[src/can_rx_pkg.sv]
// Constants and types shared by the receive slot and stamp buffer
package can_rx_pkg;

    localparam int SLOTS = 4;
    localparam int SLOT_W = 2;
    localparam int PARK_DEPTH = 2;
    localparam int FIFO_DEPTH = 4;
    localparam int FIFO_AW = 2;
    localparam int ID_W = 11;

    localparam logic [1:0] PARK_FULL = 2'h2;
    localparam logic [2:0] FIFO_FULL = 3'h4;

    ////////////////////////////////////////////////////////////////////////
    // Register byte offsets, slot region code and slot word selects
    localparam logic [7:0] SECOND_CONTROL_OFS = 8'h00;
    localparam logic [7:0] LOCK_OFS = 8'h04;
    localparam logic [7:0] STATUS_OFS = 8'h08;
    localparam logic [7:0] TIMER_OFS = 8'h0C;
    localparam logic [7:0] FIFO_ID_OFS = 8'h10;
    localparam logic [7:0] FIFO_DATA_OFS = 8'h14;
    localparam logic [1:0] SLOT_REGION = 2'h1;
    localparam logic [1:0] SLOT_FILTER_W = 2'h0;
    localparam logic [1:0] SLOT_DATA_W = 2'h1;
    localparam logic [1:0] SLOT_STAMP_W = 2'h2;
    localparam logic [1:0] SLOT_WIDE_W = 2'h3;

    ////////////////////////////////////////////////////////////////////////
    // Field positions
    localparam int CAP_LSB = 0;
    localparam int BASE_LSB = 2;
    localparam int FILTER_EN_BIT = 31;
    localparam int ST_FULL_LSB = 0;
    localparam int ST_PARK_LSB = 4;
    localparam int ST_FIFO_LSB = 8;
    localparam int STAMP_ID_LSB = 16;
    localparam int FIFO_NONEMPTY_BIT = 31;

    ////////////////////////////////////////////////////////////////////////
    // Setting encodings and reset values
    localparam logic [1:0] CAP_OFF = 2'h0;
    localparam logic [1:0] BASE_LOW = 2'h1;
    localparam logic [1:0] BASE_HIGH = 2'h2;
    localparam logic [1:0] CAP_RST = 2'h0;
    localparam logic [1:0] BASE_RST = 2'h0;
    localparam logic [31:0] TIMER_RST = 32'h0000_0000;

    typedef struct packed {
        logic [ID_W-1:0] id;
        logic [31:0] data;
    } frame_t;

    typedef struct packed {
        logic en;
        logic [ID_W-1:0] filter;
        frame_t frame;
        logic [15:0] stamp;
        logic [31:0] wide;
        logic full;
    } slot_t;

    typedef struct packed {
        logic [SLOT_W-1:0] slot;
        frame_t frame;
        logic [31:0] stamp;
    } park_t;

    typedef struct packed {
        logic [1:0] cap;
        logic [1:0] base;
    } ctrl_t;

    typedef struct packed {
        ctrl_t ctrl;
        logic [SLOTS-1:0] lock;
        slot_t [SLOTS-1:0] slot;
        park_t [PARK_DEPTH-1:0] park;
        logic [1:0] park_cnt;
        frame_t [FIFO_DEPTH-1:0] fifo;
        logic [FIFO_AW-1:0] wptr;
        logic [FIFO_AW-1:0] rptr;
        logic [2:0] fifo_cnt;
        logic [31:0] timer;
        logic ack;
        logic [31:0] rdata;
    } state_t;

endpackage

[src/can_rx_slot_timestamp_buffer.sv]
// Receive slots, parking buffer, receive FIFO and stamp capture
`timescale 1ns/10ps
module can_rx_slot_timestamp_buffer (
    input wire logic clk_in,
    input wire logic sys_rst_in,
    input wire logic [7:0] avs_address_in,
    input wire logic avs_read_in,
    input wire logic avs_write_in,
    input wire logic [31:0] avs_writedata_in,
    input wire logic [3:0] avs_byteenable_in,
    output logic [31:0] avs_readdata_out,
    output logic avs_waitrequest_out,
    input wire logic rx_valid_in,
    input wire can_rx_pkg::frame_t rx_frame_in,
    output logic rx_ready_out
);

    can_rx_pkg::state_t st_reg;
    can_rx_pkg::state_t st_next;

    logic hit;
    logic [can_rx_pkg::SLOT_W-1:0] idx;
    logic pending;
    logic need_park;
    logic pop_park;
    logic accept;
    logic direct;
    logic push_fifo;
    logic pop_fifo;
    logic req;
    logic done;
    logic [can_rx_pkg::SLOT_W-1:0] head_slot;
    logic [1:0] park_after;

    ////////////////////////////////////////////////////////////////////////
    // Stores a frame and its stamps into a slot
    function automatic can_rx_pkg::slot_t store(
        input can_rx_pkg::slot_t s,
        input can_rx_pkg::frame_t f,
        input logic [31:0] ts,
        input can_rx_pkg::ctrl_t c
    );
        can_rx_pkg::slot_t r;
        r = s;
        r.frame = f;
        r.full = 1'b1;
        if (c.base == can_rx_pkg::BASE_HIGH) begin
            r.stamp = ts[31:16];
        end else begin
            r.stamp = ts[15:0];
        end
        if (c.cap != can_rx_pkg::CAP_OFF) begin
            r.wide = ts;
        end
        return r;
    endfunction

    ////////////////////////////////////////////////////////////////////////
    // Register read multiplexer
    function automatic logic [31:0] read_word(
        input can_rx_pkg::state_t s,
        input logic [7:0] a
    );
        logic [31:0] r;
        logic [can_rx_pkg::SLOT_W-1:0] k;
        r = 32'h0000_0000;
        k = a[5:4];
        if (a[7:6] == can_rx_pkg::SLOT_REGION) begin
            unique case (a[3:2])
                can_rx_pkg::SLOT_FILTER_W: begin
                    r[can_rx_pkg::FILTER_EN_BIT] = s.slot[k].en;
                    r[can_rx_pkg::ID_W-1:0] = s.slot[k].filter;
                end
                can_rx_pkg::SLOT_DATA_W: r = s.slot[k].frame.data;
                can_rx_pkg::SLOT_STAMP_W: begin
                    r[15:0] = s.slot[k].stamp;
                    r[can_rx_pkg::STAMP_ID_LSB +: can_rx_pkg::ID_W] =
                        s.slot[k].frame.id;
                end
                can_rx_pkg::SLOT_WIDE_W: r = s.slot[k].wide;
            endcase
        end else begin
            case ({a[7:2], 2'b00})
                can_rx_pkg::SECOND_CONTROL_OFS: begin
                    r[can_rx_pkg::CAP_LSB +: 2] = s.ctrl.cap;
                    r[can_rx_pkg::BASE_LSB +: 2] = s.ctrl.base;
                end
                can_rx_pkg::LOCK_OFS: r[can_rx_pkg::SLOTS-1:0] = s.lock;
                can_rx_pkg::STATUS_OFS: begin
                    r[can_rx_pkg::ST_FULL_LSB +: can_rx_pkg::SLOTS] =
                        {s.slot[3].full, s.slot[2].full,
                         s.slot[1].full, s.slot[0].full};
                    r[can_rx_pkg::ST_PARK_LSB +: 2] = s.park_cnt;
                    r[can_rx_pkg::ST_FIFO_LSB +: 3] = s.fifo_cnt;
                end
                can_rx_pkg::TIMER_OFS: r = s.timer;
                can_rx_pkg::FIFO_ID_OFS: begin
                    r[can_rx_pkg::FIFO_NONEMPTY_BIT] = (s.fifo_cnt != 3'h0);
                    r[can_rx_pkg::ID_W-1:0] = s.fifo[s.rptr].id;
                end
                can_rx_pkg::FIFO_DATA_OFS: r = s.fifo[s.rptr].data;
                default: r = 32'h0000_0000;
            endcase
        end
        return r;
    endfunction

    ////////////////////////////////////////////////////////////////////////
    // Frame routing decisions
    always_comb begin
        hit = 1'b0;
        idx = '0;
        pending = 1'b0;
        for (int i = can_rx_pkg::SLOTS - 1; i >= 0; i--) begin
            if (st_reg.slot[i].en && st_reg.slot[i].filter == rx_frame_in.id)
            begin
                hit = 1'b1;
                idx = can_rx_pkg::SLOT_W'(i);
            end
        end
        for (int j = 0; j < can_rx_pkg::PARK_DEPTH; j++) begin
            if (2'(j) < st_reg.park_cnt && st_reg.park[j].slot == idx) begin
                pending = 1'b1;
            end
        end
        head_slot = st_reg.park[0].slot;
        // Parked frames for a slot keep later frames behind them
        need_park = hit && (st_reg.lock[idx] || pending);
        pop_park = (st_reg.park_cnt != 2'h0) && !st_reg.lock[head_slot];
        if (hit) begin
            rx_ready_out = need_park ? (st_reg.park_cnt < can_rx_pkg::PARK_FULL)
                                     : 1'b1;
        end else begin
            rx_ready_out = st_reg.fifo_cnt < can_rx_pkg::FIFO_FULL;
        end
        accept = rx_valid_in && rx_ready_out;
        direct = accept && hit && !need_park;
        push_fifo = accept && !hit;
        req = avs_read_in || avs_write_in;
        done = req && st_reg.ack;
        pop_fifo = done && avs_read_in && st_reg.fifo_cnt != 3'h0 &&
                   {avs_address_in[7:2], 2'b00} == can_rx_pkg::FIFO_DATA_OFS;
        park_after = st_reg.park_cnt - {1'b0, pop_park};
    end

    assign avs_waitrequest_out = req && !st_reg.ack;
    assign avs_readdata_out = st_reg.rdata;

    ////////////////////////////////////////////////////////////////////////
    // Next state
    always_comb begin
        logic [can_rx_pkg::SLOT_W-1:0] k;
        st_next = st_reg;
        k = avs_address_in[5:4];
        st_next.timer = st_reg.timer + 32'h0000_0001;
        st_next.ack = req && !st_reg.ack;
        if (req && !st_reg.ack) begin
            st_next.rdata = read_word(st_reg, avs_address_in);
        end

        // Software side effects first, so hardware sets win
        if (done && avs_write_in) begin
            if (avs_address_in[7:6] == can_rx_pkg::SLOT_REGION) begin
                if (avs_address_in[3:2] == can_rx_pkg::SLOT_FILTER_W) begin
                    if (avs_byteenable_in[0]) begin
                        st_next.slot[k].filter[7:0] = avs_writedata_in[7:0];
                    end
                    if (avs_byteenable_in[1]) begin
                        st_next.slot[k].filter[can_rx_pkg::ID_W-1:8] =
                            avs_writedata_in[can_rx_pkg::ID_W-1:8];
                    end
                    if (avs_byteenable_in[3]) begin
                        st_next.slot[k].en =
                            avs_writedata_in[can_rx_pkg::FILTER_EN_BIT];
                    end
                end
            end else if (avs_byteenable_in[0]) begin
                if ({avs_address_in[7:2], 2'b00} ==
                    can_rx_pkg::SECOND_CONTROL_OFS) begin
                    st_next.ctrl.cap =
                        avs_writedata_in[can_rx_pkg::CAP_LSB +: 2];
                    st_next.ctrl.base =
                        avs_writedata_in[can_rx_pkg::BASE_LSB +: 2];
                end else if ({avs_address_in[7:2], 2'b00} ==
                             can_rx_pkg::LOCK_OFS) begin
                    st_next.lock = avs_writedata_in[can_rx_pkg::SLOTS-1:0];
                end
            end
        end
        if (done && avs_read_in &&
            avs_address_in[7:6] == can_rx_pkg::SLOT_REGION &&
            avs_address_in[3:2] == can_rx_pkg::SLOT_DATA_W) begin
            st_next.slot[k].full = 1'b0;
        end

        // Parked head moves with its own stamp
        if (pop_park) begin
            st_next.slot[head_slot] = store(st_next.slot[head_slot],
                st_reg.park[0].frame, st_reg.park[0].stamp,
                st_reg.ctrl);
            st_next.park[0] = st_reg.park[1];
        end
        if (accept && need_park) begin
            st_next.park[park_after[0]].slot = idx;
            st_next.park[park_after[0]].frame = rx_frame_in;
            st_next.park[park_after[0]].stamp = st_reg.timer;
        end
        st_next.park_cnt = park_after + {1'b0, accept && need_park};

        if (direct) begin
            st_next.slot[idx] = store(st_next.slot[idx], rx_frame_in,
                st_reg.timer, st_reg.ctrl);
        end

        // FIFO runs beside the parked move
        if (push_fifo) begin
            st_next.fifo[st_reg.wptr] = rx_frame_in;
            st_next.wptr = st_reg.wptr + 2'h1;
        end
        if (pop_fifo) begin
            st_next.rptr = st_reg.rptr + 2'h1;
        end
        st_next.fifo_cnt = st_reg.fifo_cnt + {2'b00, push_fifo} -
                           {2'b00, pop_fifo};
    end

    always_ff @(posedge clk_in or posedge sys_rst_in) begin
        if (sys_rst_in) begin
            st_reg <= '0;
        end else begin
            st_reg <= st_next;
        end
    end

    for (genvar g = 0; g < can_rx_pkg::SLOTS; g++) begin : g_lock

    end
endmodule

[config.mk]
export PLATFORM = sky130hd
export DESIGN_NAME = can_rx_slot_timestamp_buffer
export DESIGN_NICKNAME = d
export VERILOG_FILES = /design/src/can_rx_pkg.sv /design/src/can_rx_slot_timestamp_buffer.sv
export SDC_FILE = /design/constraint.sdc
export NUM_CORES = 2
export LEC_CHECK = 0
export BUFFER_PORTS_ARGS = -buffer_cell sky130_fd_sc_hd__clkbuf_2
export CORE_MARGIN = 1.5
export CORE_UTILIZATION = 55
export CTS_BUF_LIST = sky130_fd_sc_hd__clkbuf_2 sky130_fd_sc_hd__clkbuf_4 sky130_fd_sc_hd__clkbuf_8
export CTS_CLUSTER_SIZE = 40
export DETAILED_ROUTE_END_ITERATION = 10
export PLACE_DENSITY_LB_ADDON = 0.15
export SLEW_MARGIN = 5
export SYNTH_ARGS = -nofsm -noshare
export SYNTH_HDL_FRONTEND = slang
export SYNTH_SLANG_ARGS = --single-unit
[constraint.sdc]
create_clock -name clk_in -period 59.8 [get_ports clk_in]
set_input_delay 14.95 -clock clk_in [delete_from_list [all_inputs] [get_ports clk_in]]
set_output_delay 14.95 -clock clk_in [all_outputs]
set_load 0.03 [all_outputs]
==> summary.txt <==
Drt
  – DRT Pass-1 Iters: 7
  – Antenna-violating nets left: 0
  – Total number of vias: 30200
  – 1st-iter DRT viols: 2968
  – Post-route DRC: 0
  – Vias per cell: 6.61
  – WL/cell: just under 30 µm
  – Final wirelength: roughly 130 mm

Cells and area
  – Cell area after layout: approximately 0.048 mm²
  – Multi-input gate area: 0.0219 mm²
  – Most common cell after layout, fill and taps aside: dfrtp_1
  – Area Overhead vs Synth: 8.38%
  – Reg area: 0.0206 mm²
  – Largest register FFs: 790
  – Commonest cells after routing, fill and taps aside: dfrtp_1 (820), mux2_2 (700), mux2i_1 (272)
  – Fin nets: 3506
  – Final Non-Filler Cells: 4562
  – FILL cells: 6169
  – Layout cells sized above 1: 39.0%

Logic synthesis
  – Mux share of post-synthesis cell area: 35.9%
  – Post-synthesis xor/xnor area fraction: under 10%
  – Synth Area in Simple Gates: 5.21%
  – Post-synthesis compound-gate area fraction: 6.13%
  – Synth Flop Type: dfrtp_1
  – Mapped Cells: 3460
  – Largest family of logic cells by synthesized area: multiplexers
  – Adder-cell share of the synthesized area: 0.300%
  – Asr flop ratio synth: 100%
  – Synthesized area per cell: 12.8 µm²
  – Syn Nets: 3562
  – Yosys reg bits: 824
  – Post-synth EDFFs: 0
  – YS warnings: 0
  – Mapped Area: 0.0442 mm²
  – Synth cell types: 63
  – Post-synthesis sequential area ratio: between 40 and 50%

Placement
  – Hpwl dp: 79.3 mm
  – Buffers on Ports: approximately 100
  – GP Congestion: about 0.88
  – Placed Area: 0.0448 mm²
  – Placed insts: 4308

Die
  – Die ar.: 0.0821 mm²
  – Die width: 286 µm
  – Starting Density: 55.8%
  – Core area: 0.0793 mm²
  – I/O Pins: 126
  – Rows: 103
  – Die span in y: 286 µm

Hold path
  – Hold WC Path Type: register to register

STA
  – Tmin final: 32.82 ns
  – Setup TNS: 0 ns
  – Final Cycle Share: 54.9%
  – Max Transition Viols Final: 0
  – Clock Skews: ~0.033 ns
  – Fmax: 0.0305 GHz
  – Max_slew headroom: a little over a fifth
  – Final hold violation count: 0
  – Final setup violation count: 0
  – Unrepaired setup endpoints after global routing: no
  – Worst Tran Pin Value: about 1.2 ns

Global routing
  – Vias in the first global route: around 32000
  – GRT Overall Usage: 33.0%
  – Total global routing overflow: 0
  – Initial antenna violation count: 4
  – First-pass GRT wire length: just over 200 mm
  – Pin count of the biggest net entering global routing: between 150 and 200

Worst setup path
  – CP Launch Type: input port
  – Critical Path Fanout Max: 14
  – Reg2Reg Depth: 10
  – Critical Path End Type: primary output
  – Reg-to-Reg End: st_reg[366]
  – Cell breakdown of the critical path: clkbuf_2, xnor2_1, nand4_1, nor3_1, a21oi_1, or3_1, nand4_1, nand2_1, a31oi_1, clkbuf_2
  – CP Data Arrival Time: 17.87 ns
  – Critical Path End: rx_ready_out
  – Crit path max-delay cell type: nor3_1
  – Reg-to-Reg Start: st_reg[606]
  – Largest stage delay, worst path: 0.60 ns
  – Setup CP Type: input port to primary output
  – Flop-to-flop setup slack: 54.63 ns
  – WP data required: ~45 ns
  – Worst Setup SP: rx_frame_in[42]

Pwr
  – Static Leakage: 22.4 nW
  – Pwr dens: 32.9 mW/mm²
  – Maximum vdd drop: approximately 0.025 mV

Clock network
  – Worst-path clk slew: about 0.060 ns
  – Clk root buf: clkbuf_8
  – CTS tree: yes
  – CTS sink cnt: about 820
  – Clk Latency, worst-skew pair: 0.80 ns
  – Post-CTS setup buffer count: 0
  – Clock tree buffer depth: 3
  – CTS buffer count: 144
  – Hold-fix buffers, CTS: 0
  – CTS resizes: 0
  – H-tree depth: 4

Status
  – Status: complete, no violations

Flow run
  – Maxcap violations: 0
## metrics by stage
| step | hold slack (ns) | utilization [%] | power [mW] | setup slack, ns |
|---|---|---|---|---|
| after detailed placement | 0.471 | 56.6 | 1.03 | 27.05 |
| final | 0.484 | 60.4 | 1.57 | 26.98 |
| after CTS | 0.484 | 60.4 | 1.58 | 27.00 |
| after floorplan | 0.451 | - | 0.930 | 21.70 |
| after global placement | 0.468 | 56.6 | 1.01 | 27.10 |
| after global routing | 0.509 | 60.4 | 1.64 | 26.82 |
## worst min-delay path by stage
stage	start	end	slack (ns)	cells past startpoint
final	avs_readdata_out[27]	avs_readdata_out[27]	0.48	2
after global routing	avs_readdata_out[4]	avs_readdata_out[4]	0.51	2
after CTS	avs_readdata_out[27]	avs_readdata_out[27]	0.48	2
after detailed placement	avs_readdata_out[27]	avs_readdata_out[27]	0.47	2
after global placement	avs_readdata_out[15]	avs_readdata_out[15]	0.47	2
after floorplan	avs_readdata_out[10]	avs_readdata_out[10]	0.45	2
## cell families (layout without fill, tap and decap cells)
kind of cell               count (synthesis)  in the layout
and+or+nand+nor                          491            491
AOI/OAI and AO/OA                        429            429
adders and majority gates                 10             10
other                                      0              5
muxes                                   1248           1248
DFF                                      824            824
buffers and inverters                    376            423
xor gates and xnor gates                  82             82
## cells in the mapped netlist (all sizes together), types with 2 or more instances
library cell	n	area, µm²
a22oi	6	50.1
nand2	211	792
buf	191	1130
o22ai	21	131
mux4	193	4350
nor2b	39	244
o31ai	21	158
o21a	2	15.0
ha	9	113
xnor2	74	648
and4	6	52.6
nand2b	25	156
o22a	10	87.6
a221oi	6	52.6
nor2	113	432
dfrtp	824	20600
o221ai	3	26.3
mux2i	272	2720
xor2	8	70.1
o21ai	197	986
o21bai	10	75.1
inv	17	63.8
a31oi	7	43.8
nor4	3	18.8
nand4	32	206
mux2	783	8820
or3	5	36.3
and2	2	12.5
and3	12	75.1
nor3	11	65.1
or4	3	22.5
clkbuf	168	633
a31o	32	280
a222oi	18	180
nand3	16	80.1
o41ai	4	35.0
a22o	20	175
or2	6	37.5
o32ai	5	43.8
nor3b	2	26.3
a21oi	63	315
## area by class of cell
class,count,share of cell area [%]
Multi-Input combinational cell,2260,45.6
Antenna cell,5,0.0261
Sequential cell,824,43.1
Inverter,17,0.149
Timing Repair Buffer,157,2.03
Clock buffer,230,6.02
Tap cell,1050,2.74
Clock inverter,19,0.334
## report_power, final
part | leakage, nW | internal, mW | switching, mW
Clock | 1.62 | 0.309 | 0.235
Combinational | 10.6 | 0.152 | 0.191
Sequential | 10.2 | 0.639 | 0.0476
## metal layers
layer	up-vias	global-route usage, %	share of wire (%)
met5	-	0	0
met3	366	6.21	7.5
met4	0	16.2	4.5
met1	15800	43.7	41
met2	1459	52.4	47
li1	12600	-	-
## worst max-delay path, delay by kind of cell
family | cells | cell delay (ns)
compound gates | 2 | 0.52
xor+xnor | 1 | 0.36
simple gates | 5 | 1.43
buf+inv | 2 | 0.59
Power figures use the tool's default switching activity.
